--- config.mk ---
export PLATFORM = sky130hd
export DESIGN_NAME = port_aux_mux_and_timing
export DESIGN_NICKNAME = d
export VERILOG_FILES = /design/src/verilog/port_aux_pkg.sv /design/src/verilog/phase_seq.sv /design/src/verilog/port_aux_mux_and_timing.sv
export VERILOG_INCLUDE_DIRS = /design/src /design/src/verilog
export SDC_FILE = /design/constraint.sdc
export NUM_CORES = 1
export LEC_CHECK = 0
export BUFFER_PORTS_ARGS = -buffer_cell sky130_fd_sc_hd__buf_2
export CORE_MARGIN = 3
export CORE_UTILIZATION = 58
export CTS_CLUSTER_DIAMETER = 60
export DETAILED_ROUTE_END_ITERATION = 8
export HOLD_SLACK_MARGIN = 0.15
export PLACE_DENSITY = 0.84
export SLEW_MARGIN = 10
export SYNTH_ARGS = -nofsm -noshare
export SYNTH_HDL_FRONTEND = slang
export SYNTH_HIERARCHICAL = 1
export SYNTH_SLANG_ARGS = --single-unit
--- constraint.sdc ---
create_clock -name i_clk_sys -period 7.4 [get_ports i_clk_sys]
set_input_delay 0.74 -clock i_clk_sys [delete_from_list [all_inputs] [get_ports i_clk_sys]]
set_output_delay 0.74 -clock i_clk_sys [all_outputs]
set_load 0.05 [all_outputs]
--- src/verilog/port_aux_consts.svh ---
/*
  Constants of the port auxiliary multiplexer: register addresses, reset values and machine-cycle phases.
  Assumes it is included by bare name from the two design files.
*/
`ifndef PORT_AUX_CONSTS_SVH
`define PORT_AUX_CONSTS_SVH

// ----------------------------------------------------------------
// Register addresses on the special function register bus
// ----------------------------------------------------------------
`define PA_ADDR_PORT_ONE 8'h90
`define PA_ADDR_PORT_THREE 8'hB0
`define PA_ADDR_PORT_FOUR 8'hD8

// ----------------------------------------------------------------
// Reset values and fixed read fields
// ----------------------------------------------------------------
`define PA_LATCH_RESET8 8'hFF
`define PA_LATCH_RESET4 4'hF
`define PA_READ_ZERO8 8'h00
`define PA_READ_ZERO4 4'h0
`define PA_ALT_IDLE8 8'hFF
`define PA_ALT1_IDLE 2'h3

// ----------------------------------------------------------------
// Phases of the twelve-phase machine cycle
// ----------------------------------------------------------------
`define PA_PHASE_FIRST 4'h1
`define PA_PHASE_OUT 4'h1
`define PA_PHASE_SAMPLE_A 4'h9
`define PA_PHASE_SAMPLE_B 4'hA
`define PA_PHASE_LAST 4'hC
`define PA_PHASE_STEP 4'h1

`endif

--- src/verilog/port_aux_pkg.sv ---
/*
  Types of the port auxiliary multiplexer and its machine-cycle sequencer.
  Assumes the constants header is on the include path.
*/
`default_nettype none

package port_aux_pkg;

  typedef logic [3:0] phase_t;

  // Pending latch write, Gray coded so that one bit moves per step.
  typedef enum logic [1:0] {
    PEND_NONE = 2'b00,
    PEND_ONE = 2'b01,
    PEND_THREE = 2'b11,
    PEND_FOUR = 2'b10
  } pend_t;

  typedef struct packed {
    phase_t phase;
  } seq_state_t;

  typedef struct packed {
    logic [7:0] latch1;
    logic [7:0] latch3;
    logic [3:0] latch4;
    pend_t pend;
    logic [7:0] pend_data;
    logic [7:0] stage1;
    logic [7:0] stage3;
    logic [3:0] stage4;
    logic [7:0] sync1_a;
    logic [7:0] sync1_b;
    logic [7:0] sync3_a;
    logic [7:0] sync3_b;
    logic [3:0] sync4_a;
    logic [3:0] sync4_b;
    logic [7:0] samp1;
    logic [7:0] samp3;
    logic [3:0] samp4;
    logic [7:0] oe1_n;
    logic [7:0] oe3_n;
    logic [3:0] oe4_n;
    logic [1:0] alt1;
    logic [7:0] alt3;
    logic [7:0] rdata;
  } port_state_t;

endpackage : port_aux_pkg

`default_nettype wire
--- src/verilog/phase_seq.sv ---
/*
  Machine-cycle sequencer: counts the phases T1 to T12 and wraps.
  Assumes the processor core takes its phase from the same output.
*/
`timescale 1ns/1ps
`default_nettype none
`include "port_aux_consts.svh"

module phase_seq (
  input wire logic i_clk_sys,
  input wire logic i_sys_rst,
  output logic [3:0] o_phase
);

  port_aux_pkg::seq_state_t q;
  port_aux_pkg::seq_state_t d;

  always_comb begin
    d = q;
    if (q.phase == `PA_PHASE_LAST) begin
      d.phase = `PA_PHASE_FIRST;
    end else begin
      d.phase = q.phase + `PA_PHASE_STEP;
    end
  end

  always_ff @(posedge i_clk_sys or posedge i_sys_rst) begin
    if (i_sys_rst) begin
      q.phase <= `PA_PHASE_FIRST;
    end else begin
      q <= d;
    end
  end

  assign o_phase = q.phase;

endmodule : phase_seq

`default_nettype wire

--- src/verilog/port_aux_mux_and_timing.sv ---
/*
  Quasi-bidirectional port logic for port one, port three and port four: latches, alternate-function
  sharing, latch and pin read paths, and phase timing of latch update, output stage and pin sampling.
  Assumes the core presents one register write per instruction during its final machine cycle, and
  that the board or bench supplies the pull-up on every released pin.
*/
// Notes on behaviour
// - Port one bits 0 and 1 carry the timer-two count and auxiliary inputs or pulse outputs 0 and 1, bits 2-7 pulses 2-7.
// - Port three bit 0 is serial receive data (bidirectional data in synchronous mode), bit 1 transmit data or shift clock.
// - Port three bits 2 and 3 are external interrupts and timer gates, bits 4 and 5 the timer zero and one count inputs.
// - Port three bits 6 and 7 carry the active-low write and read strobes during external memory accesses.
// - An alternate function drives or senses a port three pin only while its latch holds 1; a 0 forces the pin low.
// - Port four sits at register address 0D8H, bits 3-0 drive its four pins and bits 7-4 are unused.
// - Port four pins behave like the other quasi-bidirectional port pins but have no alternate function and are sampled in phase ten.
// - Read-modify-write instructions read the port latch, not the pins.
// - All other port reads return the levels sampled at the pins.
// - A modified latch takes its new value in phase twelve of the final machine cycle.
// - The output stage samples the latch only in phase one, so a new value reaches the pin one phase after the latch.
// - Pins are sampled in phase nine for port one and in phase ten for port three.
// - A latch 0 turns the pull-down on and drives the pin low; a 1 releases it so the pin can be an input.
// - After reset every latch bit holds 1.
`timescale 1ns/1ps
`default_nettype none
`include "port_aux_consts.svh"

module port_aux_mux_and_timing (
  input wire logic i_clk_sys,
  input wire logic i_sys_rst,
  input wire logic [7:0] i_sfr_addr,
  input wire logic i_sfr_wr,
  input wire logic [7:0] i_sfr_wdata,
  input wire logic i_sfr_rd,
  input wire logic i_sfr_rmw,
  output logic [7:0] o_sfr_rdata,
  output logic [3:0] o_phase,
  input wire logic [7:0] i_p1_pin,
  output logic [7:0] o_p1_out,
  output logic [7:0] o_p1_oe_n,
  input wire logic [7:0] i_p3_pin,
  output logic [7:0] o_p3_out,
  output logic [7:0] o_p3_oe_n,
  input wire logic [3:0] i_p4_pin,
  output logic [3:0] o_p4_out,
  output logic [3:0] o_p4_oe_n,
  input wire logic [7:0] i_pwm_level,
  input wire logic [7:0] i_pwm_en,
  input wire logic i_ser_sync_mode,
  input wire logic i_ser_data_out,
  input wire logic i_ser_txd,
  input wire logic i_ext_mem_active,
  input wire logic i_ext_wr_n,
  input wire logic i_ext_rd_n,
  output logic o_timer_two_count_input,
  output logic o_timer_two_aux_input,
  output logic o_ser_rxd,
  output logic o_ext_interrupt_zero_n,
  output logic o_ext_interrupt_one_n,
  output logic o_timer_zero_count_input,
  output logic o_timer_one_count_input
);

  port_aux_pkg::port_state_t q;
  port_aux_pkg::port_state_t d;
  logic [3:0] phase;
  port_aux_pkg::pend_t wr_sel;
  port_aux_pkg::pend_t commit_sel;
  logic [7:0] commit_data;
  logic [7:0] alt3_out;
  logic [7:0] p1_low;

  function automatic logic [7:0] read_sel(input logic rmw, input logic [7:0] latch, input logic [7:0] samp);
    read_sel = rmw ? latch : samp;
  endfunction : read_sel

  // ----------------------------------------------------------------
  // Shared machine-cycle sequencer
  // ----------------------------------------------------------------
  phase_seq u_phase_seq (
    .i_clk_sys(i_clk_sys),
    .i_sys_rst(i_sys_rst),
    .o_phase(phase)
  );
  assign o_phase = phase;

  // ----------------------------------------------------------------
  // Next-state logic
  // ----------------------------------------------------------------
  always_comb begin
    d = q;
    d.sync1_a = i_p1_pin;
    d.sync1_b = q.sync1_a;
    d.sync3_a = i_p3_pin;
    d.sync3_b = q.sync3_a;
    d.sync4_a = i_p4_pin;
    d.sync4_b = q.sync4_a;

    // Sampling once per machine cycle is why a level must outlast a full cycle.
    if (phase == `PA_PHASE_SAMPLE_A) begin
      d.samp1 = q.sync1_b;
    end
    if (phase == `PA_PHASE_SAMPLE_B) begin
      d.samp3 = q.sync3_b;
      d.samp4 = q.sync4_b;
    end

    case (i_sfr_addr)
      `PA_ADDR_PORT_ONE: wr_sel = port_aux_pkg::PEND_ONE;
      `PA_ADDR_PORT_THREE: wr_sel = port_aux_pkg::PEND_THREE;
      `PA_ADDR_PORT_FOUR: wr_sel = port_aux_pkg::PEND_FOUR;
      default: wr_sel = port_aux_pkg::PEND_NONE;
    endcase
    if (!i_sfr_wr) begin
      wr_sel = port_aux_pkg::PEND_NONE;
    end

    // A write earlier in the cycle waits; a write in phase twelve itself lands at once.
    commit_sel = (wr_sel != port_aux_pkg::PEND_NONE) ? wr_sel : q.pend;
    commit_data = (wr_sel != port_aux_pkg::PEND_NONE) ? i_sfr_wdata : q.pend_data;
    if (phase == `PA_PHASE_LAST) begin
      case (commit_sel)
        port_aux_pkg::PEND_ONE: d.latch1 = commit_data;
        port_aux_pkg::PEND_THREE: d.latch3 = commit_data;
        port_aux_pkg::PEND_FOUR: d.latch4 = commit_data[3:0];
        default: d.latch1 = q.latch1;
      endcase
      d.pend = port_aux_pkg::PEND_NONE;
    end else if (wr_sel != port_aux_pkg::PEND_NONE) begin
      d.pend = wr_sel;
      d.pend_data = i_sfr_wdata;
    end

    if (phase == `PA_PHASE_OUT) begin
      d.stage1 = q.latch1;
      d.stage3 = q.latch3;
      d.stage4 = q.latch4;
    end

    // Pulse outputs can only pull low; a pulse high releases the pin to the pull-up.
    p1_low = ~d.stage1 | (i_pwm_en & ~i_pwm_level);
    d.oe1_n = ~p1_low;

    alt3_out = `PA_ALT_IDLE8;
    alt3_out[0] = ~i_ser_sync_mode | i_ser_data_out;
    alt3_out[1] = i_ser_txd;
    alt3_out[6] = ~i_ext_mem_active | i_ext_wr_n;
    alt3_out[7] = ~i_ext_mem_active | i_ext_rd_n;
    d.oe3_n = d.stage3 & alt3_out;
    d.oe4_n = d.stage4;

    d.alt1 = q.sync1_b[1:0];
    d.alt3 = q.sync3_b & q.stage3;

    if (i_sfr_rd) begin
      case (i_sfr_addr)
        `PA_ADDR_PORT_ONE: d.rdata = read_sel(i_sfr_rmw, q.latch1, q.samp1);
        `PA_ADDR_PORT_THREE: d.rdata = read_sel(i_sfr_rmw, q.latch3, q.samp3);
        `PA_ADDR_PORT_FOUR: d.rdata = read_sel(i_sfr_rmw, {`PA_READ_ZERO4, q.latch4}, {`PA_READ_ZERO4, q.samp4});
        default: d.rdata = `PA_READ_ZERO8;
      endcase
    end
  end

  // ----------------------------------------------------------------
  // State register
  // ----------------------------------------------------------------
  always_ff @(posedge i_clk_sys or posedge i_sys_rst) begin
    if (i_sys_rst) begin
      q <= '0;
      q.latch1 <= `PA_LATCH_RESET8;
      q.latch3 <= `PA_LATCH_RESET8;
      q.latch4 <= `PA_LATCH_RESET4;
      q.stage1 <= `PA_LATCH_RESET8;
      q.stage3 <= `PA_LATCH_RESET8;
      q.stage4 <= `PA_LATCH_RESET4;
      q.oe1_n <= `PA_LATCH_RESET8;
      q.oe3_n <= `PA_LATCH_RESET8;
      q.oe4_n <= `PA_LATCH_RESET4;
      q.samp1 <= `PA_LATCH_RESET8;
      q.samp3 <= `PA_LATCH_RESET8;
      q.samp4 <= `PA_LATCH_RESET4;
      q.alt3 <= `PA_ALT_IDLE8;
      q.alt1 <= `PA_ALT1_IDLE;
    end else begin
      q <= d;
    end
  end

  // ----------------------------------------------------------------
  // Outputs
  // ----------------------------------------------------------------
  // Pins only ever drive low; the high level comes from the pull-up.
  assign o_p1_out = `PA_READ_ZERO8;
  assign o_p3_out = `PA_READ_ZERO8;
  assign o_p4_out = `PA_READ_ZERO4;
  assign o_p1_oe_n = q.oe1_n;
  assign o_p3_oe_n = q.oe3_n;
  assign o_p4_oe_n = q.oe4_n;
  assign o_sfr_rdata = q.rdata;
  assign o_timer_two_count_input = q.alt1[0];
  assign o_timer_two_aux_input = q.alt1[1];
  assign o_ser_rxd = q.alt3[0];
  assign o_ext_interrupt_zero_n = q.alt3[2];
  assign o_ext_interrupt_one_n = q.alt3[3];
  assign o_timer_zero_count_input = q.alt3[4];
  assign o_timer_one_count_input = q.alt3[5];
endmodule : port_aux_mux_and_timing

`default_nettype wire

==> results of run 1 <==
## cell usage after synthesis
master,number
nor3_1,2
or2_2,1
or3b_1,1
a21o_1,1
nand3b_1,1
o22ai_1,6
clkbuf_1,6
or2b_1,1
nor3b_2,1
nand2_1,8
buf_1,2
mux2_2,72
dfrtp_1,61
nor4b_1,1
a211oi_4,1
nand4bb_1,1
nand2b_1,2
and2_1,7
mux4_2,4
o32ai_1,2
and2_2,1
and4b_1,1
or2_1,1
dfstp_2,80
conb_1,1
or3_1,1
nand3_1,5
a21boi_0,11
o21ai_0,4
nor2_1,2
nor4bb_1,2
ha_1,2
a311o_1,1
a221oi_1,6
o22ai_2,1
a21oi_1,4
mux2_4,8
nor4b_2,1
mux2i_1,2
and2b_2,1
buf_4,49
inv_1,31
## how the worst min path moves through the flow
stage	from	end	cells past startpoint
floorplan	d[82]	d[16]	0
global placement	d[69]	q[69]	0
detailed placement	d[89]	q[89]	0
CTS	i_p1_pin[4]	d[86]	1
global route	i_p1_pin[4]	d[86]	1
finish	i_p1_pin[4]	d[86]	1
## layer usage
metal,vias to the layer above,GRT usage,wire (um)
li1,1466,-,-
met1,1635,0.239,4360
met2,131,0.339,5490
met3,26,0.0606,690
met4,2,0.0907,216
met5,-,0,13
## critical path, cell delays in order
cell and delay, ns:
buf_2 0.21, nand3b_1 0.30, a211oi_4 0.63, o22ai_2 0.19
or3b_1 0.63, mux2_4 0.38
## metrics by stage
step	setup slack [ns]	power, mW
2_1_floorplan	3.12	0.906
3_3_place_gp	4.37	0.927
3_5_place_dp	4.21	0.931
4_1_cts	4.74	1.78
5_1_grt	4.65	1.83
6_report	4.74	1.77
## area by class of cell
class                      count  area [um2]
multi-input combinational    186        1710
tap                          129         161
inverter                      31         121
clock buffer                  19         432
clock inverter                13         164
sequential                   141        3630
timing repair buffer         105         538
fill                         607        2710
## cells in the final DEF, fill, tap and decap left out, types with 5 or more instances in the layout
cell type / synthesis / final
buf_2: 0 / 101
dfstp_2: 80 / 80
mux2_2: 72 / 72
dfrtp_1: 61 / 61
inv_1: 31 / 30
conb_1: 1 / 20
clkbuf_16: 0 / 16
a21boi_0: 11 / 11
nand2_1: 8 / 8
mux2_4: 8 / 8
and2_1: 7 / 7
o22ai_1: 6 / 6
a221oi_1: 6 / 6
nand3_1: 5 / 5
clkinvlp_4: 0 / 5
## sequential cells by signal (all words and copies together), names as in the netlist
| name | cells |
|---|---|
| o_timer_zero_count_input | 1 |
| o_ext_interrupt_zero_n | 1 |
| o_timer_one_count_input | 1 |
| u_phase_seq/o_phase | 4 |
| o_timer_two_count_input | 1 |
| o_sfr_rdata | 8 |
| o_timer_two_aux_input | 1 |
| o_p1_oe_n | 8 |
| d | 22 |
| o_p4_oe_n | 4 |
| o_p3_oe_n | 8 |
| o_ext_interrupt_one_n | 1 |
| q | 80 |
| o_ser_rxd | 1 |
## where the power goes
group	leakage (nW)	switching [mW]	internal, mW
registers	1.59	0.0118	0.805
logic	1.27	0.0678	0.0349
clock network	0.277	0.322	0.524
## cells by family after synthesis
| kind of cell | synth area share |
|---|---|
| multiplexers | 0.181 |
| buffers and inverters | 0.0893 |
| flip-flops | 0.630 |
| AND/OR/NAND/NOR | 0.0461 |
| AO/OA/AOI/OAI | 0.0487 |
| other | 0.000651 |
| adder cells (fa/ha/maj) | 0.00435 |
==> impl_metrics.py, run 1 <==
metrics = {
    "die": {
        "io_pins": 122,
        "die_w_um": 106,
        "die_h_um": 106,
        "rows": 35,
        "dieArea_um2": 11200,
        "initial_core_util": 0.609,
        "core_um2": 9460,
    },
    "clock_network": {
        "cts_tree": "done",
        "cts_buffers": 17,
        "post_cts_resized": 0,
        "hold_buffers": 1,
        "clk_latency_ns": 0.51,
        "htreeDepth": 4,
        "root_buffer": "clkbuf_8",
        "clkTransAtPathRegs_ns": 0.06,
        "clock_path_buffers": 2,
        "clock_sinks": 141,
        "post_cts_buffers": 0,
    },
    "worst_setup_path": {
        "ff2ff_path_depth": 5,
        "reg2reg_to": "q[137]",
        "critPathLaunch": "i_sfr_addr[5]",
        "crit_end": "q[137]",
        "cp_max_fo": 14,
        "r2r_slack_ns": 5.20,
        "timing.rr.start": "u_phase_seq/o_phase[2]",
        "endpoint_kind": "flop",
        "crit_required_ns": 7.84,
        "critPathLaunchType": "input port",
        "arrival_ns": 3.09,
        "crit_type": "in -> reg",
    },
    "grt": {
        "grt_pass1_vias": 3494,
        "grt_pass1_wl_um": 17100,
        "grt_max_degree": 85,
        "grtUsageTotal": 0.201,
        "antenna_found_initial": 1,
        "gr-total-overflow": 0,
    },
    "synth": {
        "synthCells": 396,
        "synth_top_area_cell": "dfstp_2",
        "netlist.area_leader.share": 0.365,
        "ys_seq_area_frac": 0.630,
        "yosysWarningCount": 6,
        "synthDistinctLibCells": 42,
        "yosys_register_bits": 141,
        "syn_area_per_cell_um2": 14.5,
        "synthesis.area_um2": 5760,
        "synth_area_leaders": "dfstp_2, dfrtp_1, mux2_2, buf_4, mux2_4",
    },
    "timing": {
        "rsz0062_at_grt": "false",
        "fin_setup_tns_ns": 0,
        "fmax_mhz": 377,
        "post-route-period-util": 0.359,
        "fin_skew_ns": 0.00614,
        "period_needed_ns": 2.66,
        "max_slew_margin": 0.309,
        "drv_slew": 0,
        "worst_slew_pin_slew_ns": 1.02,
        "setup_viol": 0,
        "hold_viol_final": 0,
        "hold_ws_ns": 0.329,
    },
    "run": {
        "cap_violations": 0,
    },
    "placed_design": {
        "dp_hpwl_um": 7400,
        "placed_area_um2": 6140,
        "post-place-cells": 591,
        "portBuffers": 101,
        "place_congestion": 0.847,
    },
    "min_path": {
        "min-delay-path-class": "in -> reg",
    },
    "final_layout": {
        "design_area_um2": 6750,
        "area_delta_synth_final_pct": 17.2,
        "fin_nets": 547,
        "fin_cells": 624,
        "drive_above_1_share": 0.626,
        "final_util": 0.714,
        "n_antenna_cell": 0,
    },
    "route": {
        "wl_um": 10800,
        "wire_per_inst_um": 17.3,
        "antenna_left": 0,
        "avgViaCountPerCell": 5.22,
        "vias": 3260,
        "firstDrtPassIters": 4,
        "drc_errors": 0,
        "drtIter0Drc": 199,
    },
    "status": {
        "status": "finished, final reports clean",
    },
    "power_and_ir_drop": {
        "ir_drop_mv": 0.257,
        "powerDensity_nw_per_um2": 262,
        "p_leak_nw": 3.13,
    },
}
(Power assumes the default switching activity.)
==> inputs of run 2 (changes only) <==
--- a/config.mk
+++ b/config.mk
@@ -8,11 +8,11 @@
 export LEC_CHECK = 0
 export BUFFER_PORTS_ARGS = -buffer_cell sky130_fd_sc_hd__buf_2
 export CORE_MARGIN = 3
-export CORE_UTILIZATION = 58
+export CORE_UTILIZATION = 54
 export CTS_CLUSTER_DIAMETER = 60
 export DETAILED_ROUTE_END_ITERATION = 8
 export HOLD_SLACK_MARGIN = 0.15
-export PLACE_DENSITY = 0.84
+export PLACE_DENSITY = 0.79
 export SLEW_MARGIN = 10
 export SYNTH_ARGS = -nofsm -noshare
 export SYNTH_HDL_FRONTEND = slang
==> constraint.sdc (replaced) <==
create_clock -name i_clk_sys -period 2.5 [get_ports i_clk_sys]
set_input_delay 0.25 -clock i_clk_sys [delete_from_list [all_inputs] [get_ports i_clk_sys]]
set_output_delay 0.25 -clock i_clk_sys [all_outputs]
set_load 0.05 [all_outputs]
==> run 2 against run 1 <==
  * Die area increased by 7.0%
  * Sequential share of layout area fell by 4.0 points
  * Clock-buffer cell count unchanged
  * Total power grew to 2.9 times the previous value
  * Wire length rose by 2.8%
  * Largest power group is now registers
  * Clock skew grew 0.00076 ns
  * Highest routed layer is now met4
  * Cell area up 8.1%
  * Register-to-register slack worse by 5.0 ns
==> impl_metrics.py, run 2 (synthesis gave the netlist of run 1 again) <==
metrics = {
    "status": {
        "status": "finished, final reports clean",
    },
    "min_path": {
        "min-delay-path-class": "in -> async",
    },
    "worst_setup_path": {
        "r2r_slack_ns": 0.16,
        "crit_type": "reg -> reg",
        "crit_required_ns": 2.94,
        "cp_max_fo": 20,
        "ff2ff_path_depth": 5,
        "timing.rr.start": "u_phase_seq/o_phase[0]",
        "critPathLaunchType": "flop",
        "arrival_ns": 2.78,
        "endpoint_kind": "flop",
        "reg2reg_to": "o_p1_oe_n[4]",
    },
    "timing": {
        "drv_slew": 0,
        "max_slew_margin": 0.549,
        "fin_setup_tns_ns": 0,
        "period_needed_ns": 2.34,
        "fmax_mhz": 428,
        "setup_viol": 0,
        "worst_slack_ns": 0.165,
        "post-route-period-util": 0.934,
        "hold_viol_final": 0,
        "rsz0062_at_grt": "false",
        "worst_slew_pin_slew_ns": 0.677,
        "fin_skew_ns": 0.00690,
    },
    "power_and_ir_drop": {
        "pwr-share-clk": 0.458,
        "powerDensity_nw_per_um2": 702,
        "ir_drop_mv": 0.512,
        "switchingPower_mw": 1.22,
        "p_leak_nw": 3.40,
        "p_comb_frac": 0.071,
        "pwr-share-seq": 0.472,
        "sw_frac_of_total": 0.239,
        "intPower_mw": 3.90,
    },
    "final_layout": {
        "fillCellCount": 705,
        "drive_above_1_share": 0.572,
        "largest_reg_flops": 80,
        "largest_register": "q",
        "fin_cells": 687,
        "final_common_cell": "buf_2",
        "area_delta_synth_final_pct": 26.8,
        "n_antenna_cell": 0,
        "fin_nets": 603,
        "final_cell_mix": "buf_2, dfstp_2, mux2_2",
    },
    "route": {
        "avgViaCountPerCell": 5.01,
        "firstDrtPassIters": 4,
        "drtIter0Drc": 178,
        "wire_per_inst_um": 16.1,
        "wl_um": 11100,
        "vias": 3442,
        "antenna_left": 0,
        "drc_errors": 0,
    },
    "placed_design": {
        "post-place-cells": 603,
        "place_congestion": 0.801,
        "portBuffers": 101,
        "dp_hpwl_um": 7210,
        "dp_slack_ns": 0.288,
    },
    "die": {
        "rows": 37,
        "die_h_um": 109,
        "die_w_um": 109,
        "initial_core_util": 0.555,
        "core_um2": 10400,
        "dieArea_um2": 11900,
        "io_pins": 122,
    },
    "clock_network": {
        "clkTransAtPathRegs_ns": 0.06,
        "cts_buffers": 17,
        "clock_sinks": 141,
        "cts_tree": "done",
        "root_buffer": "clkbuf_8",
        "htreeDepth": 4,
        "clk_latency_ns": 0.52,
        "clock_path_buffers": 2,
    },
    "grt": {
        "grt_pass1_vias": 3648,
        "grtUsageTotal": 0.199,
        "grt_pass1_wl_um": 17700,
        "gr-total-overflow": 0,
        "antenna_found_initial": 0,
        "grt_max_degree": 138,
    },
    "run": {
        "cap_violations": 0,
    },
}
run 2: cell count changes in the layout (fill, tap and decap cells not counted), sizes merged:
cell and change:
dlygate4sd3 +51, buf +5, clkinv +4, bufinv -2, clkinvlp -2
run 2: through the flow:
stage	utilization	cell area [um2]	hold WS, ns	power [mW]
2_1_floorplan	-	5830	0.0154	2.68
6_report	0.704	7300	0.175	5.12
5_1_grt	0.704	7300	0.197	5.31
3_3_place_gp	0.599	6210	0.160	2.75
3_5_place_dp	0.599	6210	0.169	2.76
4_1_cts	0.704	7300	0.159	5.17
run 2: repair_timing:
action | 4_1_cts | 5_1_grt
buffers inserted | 0 | 0
hold endpoints to repair | 121 | 0
resized for setup | 0 | 1
hold buffers | 52 | 0
setup endpoints to repair | 0 | 3
run 2: critical path, cell delays in order, from the launching register on:
cell and delay, ns:
dfstp_2 0.62, nor4b_2 0.25, buf_6 0.28, mux2_2 0.38, a21boi_0 0.13, dlygate4sd3_1 0.58
run 2: how the worst max path moves through the flow:
stage / startpoint / end / slack (ns) / depth (start not counted)
finish: u_phase_seq/o_phase[0] / o_p1_oe_n[4] / 0.16 / 5
global route: u_phase_seq/o_phase[0] / o_p1_oe_n[4] / 0.02 / 5
CTS: u_phase_seq/o_phase[0] / o_p1_oe_n[3] / 0.14 / 5
detailed placement: u_phase_seq/o_phase[2] / q[136] / 0.29 / 5
global placement: u_phase_seq/o_phase[2] / q[137] / 0.41 / 5
floorplan: u_phase_seq/o_phase[2] / q[132] / 0.44 / 6
run 2: cell type report:
cell class,instances,area [um2],share of cell area
clock buffers,19,432,0.0591
clock inverters,13,133,0.0182
inverters,31,120,0.0165
multi-input cells,186,1710,0.235
flip-flops and latches,141,3630,0.497
well taps,136,170,0.0233
repair buffers,161,1100,0.151
run 2: metal layers:
metal | vias up | track usage | wire [um]
met2 | 121 | 0.332 | 5570
met4 | 0 | 0.0668 | 131
met1 | 1732 | 0.255 | 4640
li1 | 1575 | - | -
met5 | - | 0 | 0
met3 | 14 | 0.0521 | 724
run 2: power by group through the flow:
stage               Combinational (mW)  Sequential, mW  Clock, mW
finish                           0.363            2.42       2.34
CTS                              0.366            2.42       2.39
global route                     0.399            2.42       2.49
detailed placement               0.309            2.45          0
global placement                 0.303            2.45          0
floorplan                        0.238            2.44          0
